<file path="config.mk">
export PLATFORM = sky130hd
export DESIGN_NAME = ccc_chain_ctrl
export DESIGN_NICKNAME = d
export VERILOG_FILES = /design/src/logic/ccc_pkg.sv /design/src/logic/ccc_pin_sync.sv /design/src/logic/ccc_bit_xlat.sv /design/src/logic/ccc_chain_ctrl.sv
export SDC_FILE = /design/constraint.sdc
export NUM_CORES = 1
export LEC_CHECK = 0
export BUFFER_PORTS_ARGS = -buffer_cell sky130_fd_sc_hd__buf_2
export CAP_MARGIN = 40
export CORE_ASPECT_RATIO = 2
export CORE_MARGIN = 4
export CORE_UTILIZATION = 56
export CTS_CLUSTER_SIZE = 12
export DETAILED_ROUTE_END_ITERATION = 8
export GPL_TIMING_DRIVEN = 0
export PLACE_DENSITY = 0.9
export SETUP_SLACK_MARGIN = 0.15
export SLEW_MARGIN = 20
export SYNTH_ARGS = -nofsm -noshare
export SYNTH_HDL_FRONTEND = slang
export SYNTH_SLANG_ARGS = --single-unit
export TNS_END_PERCENT = 30
</file>
<file path="constraint.sdc">
create_clock -name clk -period 3.6 [get_ports clk]
set_clock_uncertainty 0.05 [all_clocks]
set_input_delay 0.18 -clock clk [delete_from_list [all_inputs] [get_ports clk]]
set_output_delay 0.18 -clock clk [all_outputs]
set_load 0.01 [all_outputs]
</file>
<file path="src/logic/ccc_pkg.sv">
// Shared constants for the cascade chain control block.
package ccc_pkg;
  // Device-select value that enables every device in the string
  localparam logic [15:0] SEL_ALL = 16'hFFFF;
  // Chain-position reset value, only loaded by the reset pin
  localparam logic [15:0] CP_RESET = 16'h0000;
  // Device-select reset value
  localparam logic [15:0] SEL_RESET = 16'hFFFF;
  // Position of the translation select field in a control word
  localparam int XLAT_LSB = 9;
  localparam int XLAT_MSB = 10;
  // Translation select codes
  localparam logic [1:0] XLAT_ON = 2'h1;
  localparam logic [1:0] XLAT_OFF = 2'h2;
  // Pin synchroniser depth and idle level of the pin group
  localparam int SYNC_STAGES = 3;
  localparam logic [3:0] PIN_IDLE = 4'hF;
  // Bit slots of the synchronised pin group
  localparam int PIN_STROBE = 0;
  localparam int PIN_CHAIN = 1;
  localparam int PIN_MATCH = 2;
  localparam int PIN_FULL = 3;
endpackage

</file>
<file path="src/logic/ccc_pin_sync.sv">
// Three-stage pin synchroniser with agreement filter.
`timescale 1ns/1ps
module ccc_pin_sync #(
  parameter int W = 4,
  parameter logic [W-1:0] IDLE = '1
) (
  input wire logic clk,
  input wire logic rst,
  input wire logic [W-1:0] pinIn,
  output logic [W-1:0] pinOut
);
  // Stage flops; stage one feeds only stage two
  logic [W-1:0] s1_r, s2_r, s3_r, out_r;
  logic [W-1:0] out_nxt;

  // A bit moves only once stages two and three agree
  always_comb begin
    out_nxt = (s2_r & ~(s2_r ^ s3_r)) | (out_r & (s2_r ^ s3_r));
  end

  // Register the chain
  always_ff @(posedge clk) begin
    if (rst) begin
      s1_r <= IDLE;
      s2_r <= IDLE;
      s3_r <= IDLE;
      out_r <= IDLE;
    end else begin
      s1_r <= pinIn;
      s2_r <= s1_r;
      s3_r <= s2_r;
      out_r <= out_nxt;
    end
  end

  assign pinOut = out_r;
endmodule

</file>
<file path="src/logic/ccc_bit_xlat.sv">
// Byte-wise bit-order translation between the two address formats.
`timescale 1ns/1ps
module ccc_bit_xlat (
  input wire logic enable,
  input wire logic [15:0] dataIn,
  output logic [15:0] dataOut
);
  // Reverse bits inside each byte: n to 7-n, and n to 23-n
  always_comb begin
    dataOut = dataIn;
    if (enable) begin
      for (int n = 0; n < 8; n++) begin
        dataOut[7 - n] = dataIn[n];
        dataOut[15 - n] = dataIn[8 + n];
      end
    end
  end
endmodule

</file>
<file path="src/logic/ccc_chain_ctrl.sv">
// Cascade chain control: match and full daisy chains, lock, translation, position.
//
// Summary of operation
// - Highest priority: match in high, match out low
// - Standard locked: only highest priority device responds
// - Enhanced locked: writes accepted, reads highest only
// - Chain enable latched on fall, registered rise
// - First low cycle: all selected devices write
// - Lock persists while enable sampled low
// - No match, standard: nobody responds until unlock
// - Next free ops steered by full chain
// - Standard unlocking cycle acts only on highest match
// - Enhanced: writes accepted even while locked
// - Match ops highest only; free ops free target
// - Move comparand to first free, mark valid
// - Last full out reports whole string full
// - Translation reverses bits inside each byte
// - Control bits 10 and 9 select translation
// - Control reset returns to untranslated data
// - Position write and set-full only free target
// - Set-full drives full out low when empty
// - Control reset keeps chain position value
`timescale 1ns/1ps
module ccc_chain_ctrl (
  input wire logic clk,
  input wire logic rst,
  input wire logic cycle_strobe_n,
  input wire logic chain_enable_n,
  input wire logic match_in_n,
  input wire logic full_in_n,
  input wire logic cycWrite,
  input wire logic cycCommand,
  input wire logic opHighMatch,
  input wire logic opNextFree,
  input wire logic opSetFull,
  input wire logic opMoveFreeValid,
  input wire logic opPositionWrite,
  input wire logic opSelectWrite,
  input wire logic opControlWrite,
  input wire logic opControlReset,
  input wire logic [15:0] cycData,
  input wire logic enhancedMode,
  input wire logic localMatch,
  input wire logic localFull,
  output logic match_out_n,
  output logic full_out_n,
  output logic chainLocked,
  output logic readEnable,
  output logic writeExec,
  output logic moveFreeValid,
  output logic [15:0] busData,
  output logic translateOn,
  output logic [15:0] chainPosition,
  output logic [15:0] deviceSelect
);
  import ccc_pkg::*;

  // Synchronised pins
  logic [3:0] pinSync;
  logic strobeN, ecN, miN, fiN;
  // Previous strobe level for edge detection
  logic strobePrev_r, strobePrev_nxt;
  logic strobeFall, strobeRise;
  // Latched chain enable and lock state
  logic ecLatch_r, ecLatch_nxt;
  logic locked_r, locked_nxt;
  // Daisy chain flags
  logic matchOutN_r, matchOutN_nxt;
  logic fullOutN_r, fullOutN_nxt;
  logic setFull_r, setFull_nxt;
  // Cycle results
  logic readEn_r, readEn_nxt;
  logic writeExec_r, writeExec_nxt;
  logic moveFree_r, moveFree_nxt;
  logic [15:0] busData_r, busData_nxt;
  logic xlat_r, xlat_nxt;
  logic [15:0] pos_r, pos_nxt;
  logic [15:0] devSel_r, devSel_nxt;
  // Decode terms
  logic highest, freeTarget, selAll, selOwn, selected, wrOk, rdOk, exec;
  logic [15:0] xlatData;
  logic [1:0] xlatSel;

  // The strobe, chain enable, match in and full in pins pass the agreement synchroniser; cycle attributes and data do not
  ccc_pin_sync #(
    .W(4),
    .IDLE(PIN_IDLE)
  ) u_sync (
    .clk(clk),
    .rst(rst),
    .pinIn({full_in_n, match_in_n, chain_enable_n, cycle_strobe_n}),
    .pinOut(pinSync)
  );

  assign strobeN = pinSync[PIN_STROBE];
  assign ecN = pinSync[PIN_CHAIN];
  assign miN = pinSync[PIN_MATCH];
  assign fiN = pinSync[PIN_FULL];

  // Translator sits on the incoming write data
  ccc_bit_xlat u_xlat (
    .enable(xlat_r),
    .dataIn(cycData),
    .dataOut(xlatData)
  );

  // Position decode shared by read and write paths
  function automatic logic ownSelect(input logic [15:0] sel, input logic [15:0] pos);
    ownSelect = (sel == pos);
  endfunction

  // Decode of who may respond in the current cycle
  always_comb begin
    strobeFall = strobePrev_r & ~strobeN;
    strobeRise = ~strobePrev_r & strobeN;
    highest = miN & ~matchOutN_r;
    freeTarget = ~fiN & fullOutN_r;
    selAll = (devSel_r == SEL_ALL);
    selOwn = ownSelect(devSel_r, pos_r);
    selected = selAll | selOwn;
    xlatSel = cycData[XLAT_MSB:XLAT_LSB];
    // Unlocked: device select alone decides; this is the first low cycle too
    if (!locked_r) begin
      wrOk = selected;
    end else if (enhancedMode) begin
      wrOk = selected;
    end else begin
      wrOk = highest;
    end
    // Locked reads are only for the match device; unlocked reads need select equal to position
    if (locked_r) begin
      rdOk = highest;
    end else begin
      rdOk = selOwn;
    end
    // Target gating: match ops need the match device, free ops the free one
    if (opHighMatch) begin
      exec = wrOk & highest;
    end else if (opNextFree | opSetFull | opPositionWrite | opMoveFreeValid) begin
      exec = wrOk & freeTarget;
    end else begin
      exec = wrOk;
    end
  end

  // Next values for every piece of control state
  always_comb begin
    strobePrev_nxt = strobeN;
    ecLatch_nxt = ecLatch_r;
    locked_nxt = locked_r;
    matchOutN_nxt = ~(~miN | localMatch);
    fullOutN_nxt = ~(~fiN & (localFull | setFull_r));
    setFull_nxt = setFull_r;
    readEn_nxt = readEn_r;
    writeExec_nxt = 1'b0;
    moveFree_nxt = 1'b0;
    busData_nxt = busData_r;
    xlat_nxt = xlat_r;
    pos_nxt = pos_r;
    devSel_nxt = devSel_r;
    // Falling strobe: latch enable and run the cycle
    if (strobeFall) begin
      ecLatch_nxt = ecN;
      if (cycWrite) begin
        if (exec) begin
          writeExec_nxt = 1'b1;
          if (!cycCommand) begin
            busData_nxt = xlatData;
          end
          if (opSetFull) begin
            setFull_nxt = 1'b1;
          end
          if (opMoveFreeValid) begin
            moveFree_nxt = 1'b1;
          end
          if (opPositionWrite) begin
            pos_nxt = cycData;
          end
          if (opSelectWrite) begin
            devSel_nxt = cycData;
          end
          // Only the two defined codes change the translation state
          if (opControlWrite && xlatSel == XLAT_ON) begin
            xlat_nxt = 1'b1;
          end else if (opControlWrite && xlatSel == XLAT_OFF) begin
            xlat_nxt = 1'b0;
          end
          // Control reset: position survives; translation, set-full and device select return to defaults
          if (opControlReset) begin
            xlat_nxt = 1'b0;
            setFull_nxt = 1'b0;
            devSel_nxt = SEL_RESET;
            pos_nxt = pos_r;
          end
        end
      end else begin
        readEn_nxt = rdOk;
      end
    end
    // Rising strobe: latched enable governs the next cycle
    if (strobeRise) begin
      locked_nxt = ~ecLatch_r;
      readEn_nxt = 1'b0;
    end
  end

  // Register all state; reset pin gives a known start
  always_ff @(posedge clk) begin
    if (rst) begin
      strobePrev_r <= 1'b1;
      ecLatch_r <= 1'b1;
      locked_r <= 1'b0;
      matchOutN_r <= 1'b1;
      fullOutN_r <= 1'b1;
      setFull_r <= 1'b0;
      readEn_r <= 1'b0;
      writeExec_r <= 1'b0;
      moveFree_r <= 1'b0;
      busData_r <= 16'h0000;
      xlat_r <= 1'b0;
      pos_r <= CP_RESET;
      devSel_r <= SEL_RESET;
    end else begin
      strobePrev_r <= strobePrev_nxt;
      ecLatch_r <= ecLatch_nxt;
      locked_r <= locked_nxt;
      matchOutN_r <= matchOutN_nxt;
      fullOutN_r <= fullOutN_nxt;
      setFull_r <= setFull_nxt;
      readEn_r <= readEn_nxt;
      writeExec_r <= writeExec_nxt;
      moveFree_r <= moveFree_nxt;
      busData_r <= busData_nxt;
      xlat_r <= xlat_nxt;
      pos_r <= pos_nxt;
      devSel_r <= devSel_nxt;
    end
  end

  // Outputs straight from flops
  assign match_out_n = matchOutN_r;
  assign full_out_n = fullOutN_r;
  assign chainLocked = locked_r;
  assign readEnable = readEn_r;
  assign writeExec = writeExec_r;
  assign moveFreeValid = moveFree_r;
  assign busData = busData_r;
  assign translateOn = xlat_r;
  assign chainPosition = pos_r;
  assign deviceSelect = devSel_r;
endmodule

</file>
==> results of run 1 <==
[sequential cells by signal (all words and copies together) (netlist names), 4 cells and up, named ones only]
name and count:
u_sync.s3_r 4, busData 16, deviceSelect 16, u_sync.s2_r 4, chainPosition 16, u_sync.s1_r 4
[synthesized netlist by cell type (3+ instances only)]
library cell  count
nand4_1           8
inv_1             5
xnor2_1          16
buf_6             3
dfxtp_1          74
clkbuf_1         16
nor2_1           41
o21ai_0           5
nand2b_1         34
mux2i_1          49
nor3_1           18
nor2b_1          20
or2_2            13
a21oi_1           7
o21bai_1          5
mux2_2           16
[per-stage QoR]
step | power (mW) | hold slack, ns | setup slack (ns) | utilization [%]
final | 1.83 | 0.0739 | 1.13 | 72.1
after global routing | 1.89 | 0.0734 | 1.07 | 72.1
after CTS | 1.84 | 0.0650 | 1.11 | 72.1
after detailed placement | 0.943 | 0.316 | 1.13 | 66.1
after global placement | 0.940 | 0.313 | 1.19 | 66.1
after floorplan | 0.896 | 0.221 | 1.60 | -
[per-layer routing]
layer	global-route usage [%]	vias to the layer above	part of all wire, %
met5	0	-	0
met4	19.2	0	4.2
met3	5.89	26	6.3
met2	44.9	114	54
met1	25.9	1383	35
li1	-	1400	-
[final cells by class]
type | instances | area, um2
inverter | 5 | 18.8
tap | 63 | 78.8
clock buffer | 14 | 264
clock inverter | 2 | 35.0
fill | 421 | 1660
buffer | 21 | 106
multi-input combinational | 249 | 1800
timing repair buffer | 95 | 505
sequential | 74 | 1480
[power breakdown]
| group | switching (mW) | internal, mW |
|---|---|---|
| Sequential | 0.00308 | 0.826 |
| Clock | 0.321 | 0.573 |
| Combinational | 0.0590 | 0.0445 |
[how the worst min path moves through the flow]
stage                                from              to  slack (ns)  cells past startpoint
after floorplan                localMatch     match_out_n        0.22                      1
after global placement     cycle_strobe_n  u_sync.s1_r[0]        0.31                      2
after detailed placement        full_in_n  u_sync.s1_r[3]        0.32                      2
after CTS                 opMoveFreeValid   moveFreeValid        0.06                      2
after global routing      opMoveFreeValid   moveFreeValid        0.07                      2
final                     opMoveFreeValid   moveFreeValid        0.07                      2
[repair_timing]
item | in CTS | in global routing
resized for setup | 0 | 0
hold buffers | 6 | 0
endpoints found under the setup margin | 0 | 0
endpoints found under the hold margin | 6 | 0
[cells by family after synthesis]
| family | synth area share (%) |
|---|---|
| simple gates | 22.2 |
| compound gates | 6.64 |
| buf+inv | 3.67 |
| xor+xnor | 4.37 |
| mux | 19.7 |
| flops | 43.4 |
[critical path: cells and delay by family (launching register included)]
family,cells,cell delay (ns)
simple gates,2,0.75
buf+inv,2,0.39
xor+xnor,1,0.37
flops,1,0.35
compound gates,1,0.26
mux,1,0.20
==> results.sh, run 1 <==
export IMPL_endpoint_kind="flop"
export IMPL_period_minus_slack_ns=2.47
export IMPL_outcome="completed"
export IMPL_grt_total_usage_pct=25.7
export IMPL_clk_pin_slew_ns=0.06
export IMPL_antenna_found_initial=0
export IMPL_dp_cells=501
export IMPL_synthArstFlopShare_pct=0
export IMPL_io_pins=90
export IMPL_row_count=40
export IMPL_cts_sinks=74
export IMPL_cts_buffers=9
export IMPL_synthDistinctLibCells=35
export IMPL_critPathKind="reg -> reg"
export IMPL_finalNonFillerCells=523
export IMPL_reg2reg_to="chainPosition[11]"
export IMPL_start_util_pct=57.3
export IMPL_n_antenna_cell=0
export IMPL_power_density_nw_per_um2=426
export IMPL_rsz0062_at_grt="false"
export IMPL_overflow=0
export IMPL_final_cell_mix="buf_2, dfxtp_1, mux2i_1, nor2_1, nand2b_1"
export IMPL_leakagePower_nw=1.90
export IMPL_drive_above_1_share_pct=30.7
export IMPL_ys_ff_latch=74
export IMPL_cts_setup_buffers=0
export IMPL_synth_top_area_cell="dfxtp_1"
export IMPL_finalSetupViolCount=0
export IMPL_ys_flop_type="dfxtp_1"
export IMPL_hold_class="in -> reg"
export IMPL_post_route_period_util_pct=68.7
export IMPL_dr_pass1_iters=4
export IMPL_crit_fanout=10
export IMPL_critical_path_startpoint="deviceSelect[4]"
export IMPL_relSlewSlack_pct=60.6
export IMPL_syn_area_per_cell_um2=9.77
export IMPL_grt_pass1_wl_um=14800
export IMPL_cp_cell_sequence="xnor2_1 > nand4_1 > nor4_4 > o2111a_1 > buf_4 > buf_6 > mux2i_1"
export IMPL_ys_warn_count=0
export IMPL_netlist_area_um2=3410
export IMPL_gp_congestion=0.839
export IMPL_die_area_um2=7480
export IMPL_grt_max_degree=12
export IMPL_io_buffers=89
export IMPL_cts_root_buf="clkbuf_16"
export IMPL_reg2reg_slack_ns=1.13
export IMPL_crit_required_ns=3.82
export IMPL_reg2reg_from="deviceSelect[4]"
export IMPL_die_w_um=63.2
export IMPL_coreArea_um2=5960
export IMPL_final_common_cell="buf_2"
export IMPL_max_freq_mhz=404
export IMPL_hold_viol=0
export IMPL_synth_area_leaders="dfxtp_1, mux2i_1, nand2b_1"
export IMPL_syn_inst=349
export IMPL_slowest_stage="nor4_4"
export IMPL_maxCapViolCount=0
export IMPL_arrival_ns=2.69
export IMPL_grt_pass1_vias=3062
export IMPL_htreeDepth=3
export IMPL_chipHeight_um=118
export IMPL_fin_nets=490
export IMPL_clk_latency_ns=0.34
export IMPL_placed_area_um2=3940
export IMPL_max_vdd_ir_drop_v=0.000375
export IMPL_cts_tree="done"
export IMPL_tns_ns=0
export IMPL_vias=2923
export IMPL_reg2regPathDepth=7
export IMPL_maxSlewViolCount=0
export IMPL_clk_path_buf_depth=2
export IMPL_tightest_slew_ns=0.591
export IMPL_yosys_area_top_type_share_pct=43.4
export IMPL_drtAntennaViolNets=0
export IMPL_cp_start_kind="flop"
export IMPL_drc_errors=0
export IMPL_post_drt_wl_per_cell_um=17.3
export IMPL_stdcell_area_um2=4290
export IMPL_synth_enable_flop_cells=0
export IMPL_synth_nets=384
export IMPL_dp_hpwl_um=6900
export IMPL_viasPerCell=5.59
export IMPL_cp_endpoint="chainPosition[11]"
export IMPL_area_growth_pct=25.9
export IMPL_first_iter_violations=160
export IMPL_drt_wl_total_um=9030
export IMPL_ys_seq_area_share_pct=43.4
export IMPL_slowest_delay_ns=0.49
No activity file was read; power rests on OpenSTA's default activity.
==> inputs of run 2 (changes only) <==
--- a/config.mk
+++ b/config.mk
@@ -5,15 +5,16 @@
 export SDC_FILE = /design/constraint.sdc
 export NUM_CORES = 1
 export LEC_CHECK = 0
+export ABC_AREA = 1
 export BUFFER_PORTS_ARGS = -buffer_cell sky130_fd_sc_hd__buf_2
 export CAP_MARGIN = 40
 export CORE_ASPECT_RATIO = 2
 export CORE_MARGIN = 4
-export CORE_UTILIZATION = 56
+export CORE_UTILIZATION = 53
 export CTS_CLUSTER_SIZE = 12
 export DETAILED_ROUTE_END_ITERATION = 8
 export GPL_TIMING_DRIVEN = 0
-export PLACE_DENSITY = 0.9
+export PLACE_DENSITY = 0.86
 export SETUP_SLACK_MARGIN = 0.15
 export SLEW_MARGIN = 20
 export SYNTH_ARGS = -nofsm -noshare
==> constraint.sdc (replaced) <==
create_clock -name clk -period 2.46 [get_ports clk]
set_clock_uncertainty 0.05 [all_clocks]
set_input_delay 0.123 -clock clk [delete_from_list [all_inputs] [get_ports clk]]
set_output_delay 0.123 -clock clk [all_outputs]
set_load 0.01 [all_outputs]
==> run 2 against run 1 <==
Against the previous run: fmax grew 28%; critical endpoint unchanged; register-to-register slack lost 0.60 ns; sequential share of layout area shrank 1.2 points; total power is 38% higher.
==> results.sh, run 2 <==
export IMPL_drt_wl_total_um=9890
export IMPL_finalSetupViolCount=0
export IMPL_hold_class="in -> reg"
export IMPL_first_iter_violations=172
export IMPL_final_common_cell="nand2_1"
export IMPL_dp_hpwl_um=7580
export IMPL_drtAntennaViolNets=0
export IMPL_vias=3704
export IMPL_ys_ff_latch=74
export IMPL_dr_pass1_iters=5
export IMPL_drc_errors=0
export IMPL_dr_wl_met2_um=5610
export IMPL_max_freq_mhz=517
export IMPL_p_sw_share_pct=23.2
export IMPL_power_density_nw_per_um2=567
export IMPL_cts_buffers=9
export IMPL_post_route_period_util_pct=78.6
export IMPL_ys_warn_count=0
export IMPL_reg2regPathDepth=12
export IMPL_grt_pass1_vias=3554
export IMPL_netlist_area_um2=3560
export IMPL_n_antenna_cell=0
export IMPL_outcome="completed"
export IMPL_cts_setup_buffers=0
export IMPL_synth_top_area_cell="dfxtp_1"
export IMPL_power_mw=2.52
export IMPL_post_drt_wl_per_cell_um=13.1
export IMPL_hold_viol=0
export IMPL_max_vdd_ir_drop_v=0.000558
export IMPL_crit_required_ns=2.63
export IMPL_area_growth_pct=25.0
export IMPL_grt_max_degree=13
export IMPL_overflow=0
export IMPL_io_pins=90
export IMPL_ys_flop_type="dfxtp_1"
export IMPL_cts_hold_fix_buffers=7
export IMPL_intPower_mw=1.94
export IMPL_io_buffers=89
export IMPL_clk_path_buf_depth=2
export IMPL_min_delay_path_depth=2
export IMPL_placed_area_um2=4110
export IMPL_synthArstFlopShare_pct=0
export IMPL_maxSlewViolCount=0
export IMPL_grt_total_usage_pct=25.2
export IMPL_start_util_pct=54.2
export IMPL_die_area_um2=8170
export IMPL_coreArea_um2=6570
export IMPL_synth_nets=589
export IMPL_relSlewSlack_pct=57.2
export IMPL_tightest_slew_ns=0.639
export IMPL_fin_nets=696
export IMPL_p_clk_share_pct=46.5
export IMPL_switchingPower_uw=585
export IMPL_stdcell_area_um2=4450
export IMPL_rsz0062_at_grt="false"
export IMPL_cts_repair_resized=0
export IMPL_cts_tree="done"
export IMPL_grt_pass1_wl_um=15800
export IMPL_syn_area_per_cell_um2=6.42
export IMPL_cts_root_buf="clkbuf_16"
export IMPL_final_cell_mix="nand2_1, buf_2, nor2_1, inv_1, dfxtp_1"
export IMPL_met1Wirelength_um=3540
export IMPL_synthTopCellsByCount="nand2_1, nor2_1, inv_1"
export IMPL_critPathKind="reg -> reg"
export IMPL_maxCapViolCount=0
export IMPL_dr_max_layer_used="met4"
export IMPL_clk_pin_slew_ns=0.06
export IMPL_htreeDepth=3
export IMPL_row_count=42
export IMPL_arrival_ns=2.11
export IMPL_drive_above_1_share_pct=21.0
export IMPL_gp_congestion=0.899
export IMPL_chipHeight_um=124
export IMPL_clk_latency_ns=0.34
export IMPL_yosys_area_top_type_share_pct=41.6
export IMPL_syn_inst=554
export IMPL_endpoint_kind="flop"
export IMPL_synth_area_leaders="dfxtp_1, nand2_1, nor2_1"
export IMPL_crit_fanout=10
export IMPL_tns_ns=0
export IMPL_cp_start_kind="flop"
export IMPL_die_w_um=65.9
export IMPL_power_frac_seq_pct=48.0
export IMPL_nFillCells=587
export IMPL_period_minus_slack_ns=1.93
export IMPL_wl_met3_um=445
export IMPL_cts_sinks=74
export IMPL_viasPerCell=4.91
export IMPL_antenna_found_initial=0
export IMPL_ys_seq_area_share_pct=41.6
export IMPL_yosysMostFrequentCell="nand2_1"
export IMPL_synth_enable_flop_cells=0
export IMPL_leakagePower_nw=2.54
export IMPL_comb_power_share_pct=5.4
export IMPL_synthDistinctLibCells=24
run 2: cell count changes in the layout (fill, tap and decap cells not counted), sizes merged, moves of 8 or more:
cell and change:
buf +9, xnor2 -16, nand2 +187, nand3 +27
nor2b -20, mux2 -16, mux2i -49, nor2 +51
nor3 -12, o21ai +17, clkbuf -10, inv +78
nand2b -34, nand4 +8
run 2: path summary, 6_finish.rpt:
path                            slack, ns        startpoint           endpoint
worst max register to register       0.53  deviceSelect[13]  chainPosition[11]
worst min register to register       0.37    u_sync.s1_r[0]     u_sync.s2_r[0]
worst max-delay path                 0.53  deviceSelect[13]  chainPosition[11]
worst min-delay path                0.009               rst     u_sync.s1_r[0]
run 2: final cells by class:
cell class / count / area [um2] / area share, %
Timing Repair Buffer: 96 / 515 / 11.6
Clock buffer: 11 / 233 / 5.23
Inverter: 85 / 319 / 7.17
Multi-Input combinational cell: 372 / 1610 / 36.2
Clock inverter: 5 / 31.3 / 0.703
Sequential cell: 74 / 1480 / 33.3
Tap cell: 88 / 110 / 2.48
Buffer: 23 / 146 / 3.29
run 2: kinds of logic (layout without fill, tap and decap cells):
family	after synthesis	after routing	share of synthesized area, %
flip-flops	74	74	41.6
AND/OR/NAND/NOR	339	339	40.3
buffers and inverters	108	220	13.1
adder cells (fa/ha/maj)	2	2	0.563
AO/OA/AOI/OAI	31	31	4.47
run 2: power by group through the flow:
stage,Sequential [mW],Combinational (mW),Clock (mW)
global placement,1.24,0.122,0
CTS,1.21,0.134,1.18
detailed placement,1.24,0.125,0
global route,1.21,0.150,1.23
floorplan,1.24,0.0630,0
finish,1.21,0.137,1.17
run 2: per-layer routing:
layer,GRT usage [%],vias to the layer above
met3,4.15,23
met2,48.6,106
met5,0,-
met1,24.5,1693
li1,-,1882
met4,13.6,0
run 2: worst max-delay path, stage by stage, from the launching register on:
cell and delay (ns):
dfxtp_1 0.42, inv_1 0.07, nand2_1 0.06, nand2_1 0.04, nor2_1 0.17, nand2_1 0.11
nor2_2 0.15, nand2_2 0.10, nand2_4 0.12, nand3_4 0.11, buf_2 0.22, nor2_1 0.14
nor2_1 0.06
run 2: per-stage QoR:
step / setup slack [ns] / hold slack [ns] / utilization, % / instances
after floorplan: 0.902 / 0.177 / - / 554
after global placement: 0.597 / 0.259 / 62.6 / 731
after detailed placement: 0.565 / 0.260 / 62.6 / 731
after CTS: 0.547 / 0.00566 / 67.7 / 754
after global routing: 0.410 / 0.0251 / 67.7 / 754
final: 0.526 / 0.00915 / 67.7 / 754
==> inputs of run 3 (changes only) <==
--- a/config.mk
+++ b/config.mk
@@ -10,11 +10,11 @@
 export CAP_MARGIN = 40
 export CORE_ASPECT_RATIO = 2
 export CORE_MARGIN = 4
-export CORE_UTILIZATION = 53
+export CORE_UTILIZATION = 48
 export CTS_CLUSTER_SIZE = 12
 export DETAILED_ROUTE_END_ITERATION = 8
 export GPL_TIMING_DRIVEN = 0
-export PLACE_DENSITY = 0.86
+export PLACE_DENSITY = 0.82
 export SETUP_SLACK_MARGIN = 0.15
 export SLEW_MARGIN = 20
 export SYNTH_ARGS = -nofsm -noshare
==> constraint.sdc (replaced) <==
create_clock -name clk -period 1.59 [get_ports clk]
set_clock_uncertainty 0.05 [all_clocks]
set_input_delay 0.0795 -clock clk [delete_from_list [all_inputs] [get_ports clk]]
set_output_delay 0.0795 -clock clk [all_outputs]
set_load 0.01 [all_outputs]
==> run 3 against run 2 <==
Against the previous run: the run now ends with negative setup slack left; sequential cell count unchanged; global-route usage down 0.25 points; combinational power increased by 88%; worst hold slack gained 0.017 ns; clock-buffer cell count rose by 1; total power rose by 54%; sequential power is 54% higher; final cell count increased by 4.4%; die area increased by 9.4%; first-iteration DRC count increased by 63%; wire length grew 8.3%; fmax increased by 10%; highest routed layer unchanged.
==> results.sh, run 3 (synthesized netlist as in run 2, its figures left out) <==
export IMPL_outcome="finished with violations"
export IMPL_violations="negative setup slack"
export IMPL_drive_above_1_share_pct=34.4
export IMPL_overflow=0
export IMPL_nFillCells=615
export IMPL_dp_hpwl_um=7760
export IMPL_drt_wl_total_um=10700
export IMPL_dr_wl_met2_um=5740
export IMPL_row_count=44
export IMPL_clk_path_buf_depth=2
export IMPL_setup_ws_ns=-0.161
export IMPL_reg2regPathDepth=11
export IMPL_max_vdd_ir_drop_v=0.000796
export IMPL_final_common_cell="nand2_1"
export IMPL_reg2reg_from="deviceSelect[14]"
export IMPL_crit_required_ns=1.81
export IMPL_dr_max_layer_used="met4"
export IMPL_viasPerCell=4.90
export IMPL_reg2reg_to="busData[0]"
export IMPL_die_w_um=68.9
export IMPL_maxSlewViolCount=0
export IMPL_vias=3858
export IMPL_grt_total_usage_pct=25.0
export IMPL_final_cell_mix="nand2_1, buf_2, nor2_1, inv_1, dfxtp_1"
export IMPL_clk_latency_ns=0.34
export IMPL_power_density_nw_per_um2=779
export IMPL_fin_nets=724
export IMPL_critPathBufInv=2
export IMPL_power_mw=3.88
export IMPL_io_pins=90
export IMPL_path_delay_family="simple AND/OR/NAND/NOR gates"
export IMPL_tightest_slew_ns=0.649
export IMPL_chipHeight_um=130
export IMPL_cts_root_buf="clkbuf_16"
export IMPL_finalNonFillerCells=787
export IMPL_hold_viol=0
export IMPL_grt_pass1_wl_um=16700
export IMPL_io_buffers=89
export IMPL_post_route_period_util_pct=110
export IMPL_antenna_found_initial=1
export IMPL_slowest_stage="dfxtp_2"
export IMPL_first_iter_violations=280
export IMPL_reg2reg_slack_ns=-0.16
export IMPL_relSlewSlack_pct=56.6
export IMPL_critical_path_startpoint="deviceSelect[14]"
export IMPL_endpoint_kind="flop"
export IMPL_stdcell_area_um2=4980
export IMPL_period_minus_slack_ns=1.75
export IMPL_hold_class="in -> reg"
export IMPL_start_util_pct=49.0
export IMPL_cts_buffers=9
export IMPL_cts_sinks=74
export IMPL_area_growth_pct=40.0
export IMPL_coreArea_um2=7270
export IMPL_dr_pass1_iters=5
export IMPL_rsz0062_at_grt="true"
export IMPL_leakagePower_nw=2.66
export IMPL_finalSetupViolCount=49
export IMPL_cts_tree="done"
export IMPL_met1Wirelength_um=3680
export IMPL_cp_cell_sequence="inv_2 > nor3_1 > nand2_1 > nor2_2 > nor2_1 > nand2_4 > nand3_4 > buf_4 > nand2_1 > nand2_1 > nor2_1"
export IMPL_maxCapViolCount=0
export IMPL_cp_start_kind="flop"
export IMPL_arrival_ns=1.97
export IMPL_wl_met3_um=526
export IMPL_grt_pass1_vias=3838
export IMPL_post_drt_wl_per_cell_um=13.6
export IMPL_critPathKind="reg -> reg"
export IMPL_dp_cells=735
export IMPL_hold_slack_ns=0.0259
export IMPL_drc_errors=0
export IMPL_dp_slack_ns=-0.261
export IMPL_grt_max_degree=12
export IMPL_placed_area_um2=4210
export IMPL_max_freq_mhz=571
export IMPL_cp_num_cells=11
export IMPL_slowest_delay_ns=0.37
export IMPL_htreeDepth=3
export IMPL_crit_fanout=8
export IMPL_gp_congestion=0.913
export IMPL_drtAntennaViolNets=0
export IMPL_path_common_cell="nand2_1"
export IMPL_clk_pin_slew_ns=0.05
export IMPL_cp_endpoint="busData[0]"
export IMPL_die_area_um2=8940
==> run 3: changes by cell type in the layout (fill, tap and decap cells not counted), sizes merged <==
cell	delta
diode	+1
clkbuf	+1
buf	+10
dlygate4sd3	+17
dlymetal6s4s	+1
clkinvlp	-1
==> run 3: worst min path at each step <==
stage	to	slack, ns	depth (start not counted)	startpoint
floorplan	u_sync.s1_r[0]	0.13	1	cycle_strobe_n
global placement	u_sync.s1_r[1]	0.21	2	chain_enable_n
detailed placement	u_sync.s1_r[0]	0.22	2	cycle_strobe_n
CTS	chainPosition[10]	0.02	3	cycData[10]
global route	chainPosition[10]	0.03	3	cycData[10]
finish	chainPosition[10]	0.03	3	cycData[10]
==> run 3: power breakdown <==
part           total, mW  leakage [nW]  switching, mW  internal (mW)
Sequential          1.86         0.605        0.00555           1.85
Combinational      0.257          1.93          0.146          0.111
Clock               1.77         0.128          0.724           1.04
==> run 3: worst min-delay path, stage by stage <==
cell    delay [ns]
buf_2         0.13
nor2_2        0.05
nor2_1        0.10
==> run 3: final cells by class <==
class	count	area, um2	share of cell area, %
antenna	1	2.50	0.0502
buffer	23	180	3.62
clock buffer	12	236	4.75
clock inverter	4	18.8	0.377
inverter	85	319	6.40
multi-input combinational	372	1770	35.5
sequential	74	1550	31.1
tap	92	115	2.31
timing repair buffer	124	795	15.9
==> run 3: per-layer routing <==
layer | GRT usage, % | vias to the layer above
met2 | 44.1 | 135
met4 | 21.6 | 0
met3 | 4.91 | 53
met5 | 0 | -
li1 | - | 1943
met1 | 22.8 | 1727
==> run 3: what timing repair did <==
action,CTS,global route
setup endpoints to repair,52,57
gates cloned,3,1
buffers inserted,3,3
hold endpoints to repair,25,0
pin swaps,6,7
hold buffers,25,0
resized for setup,29,41
==> run 3: through the flow <==
step / setup TNS, ns / utilization, %
final: -5.65 / 68.6
after global routing: -9.98 / 68.6
after CTS: -3.70 / 66.4
after detailed placement: -6.94 / 57.9
after global placement: -4.88 / 57.9
after floorplan: 0 / -
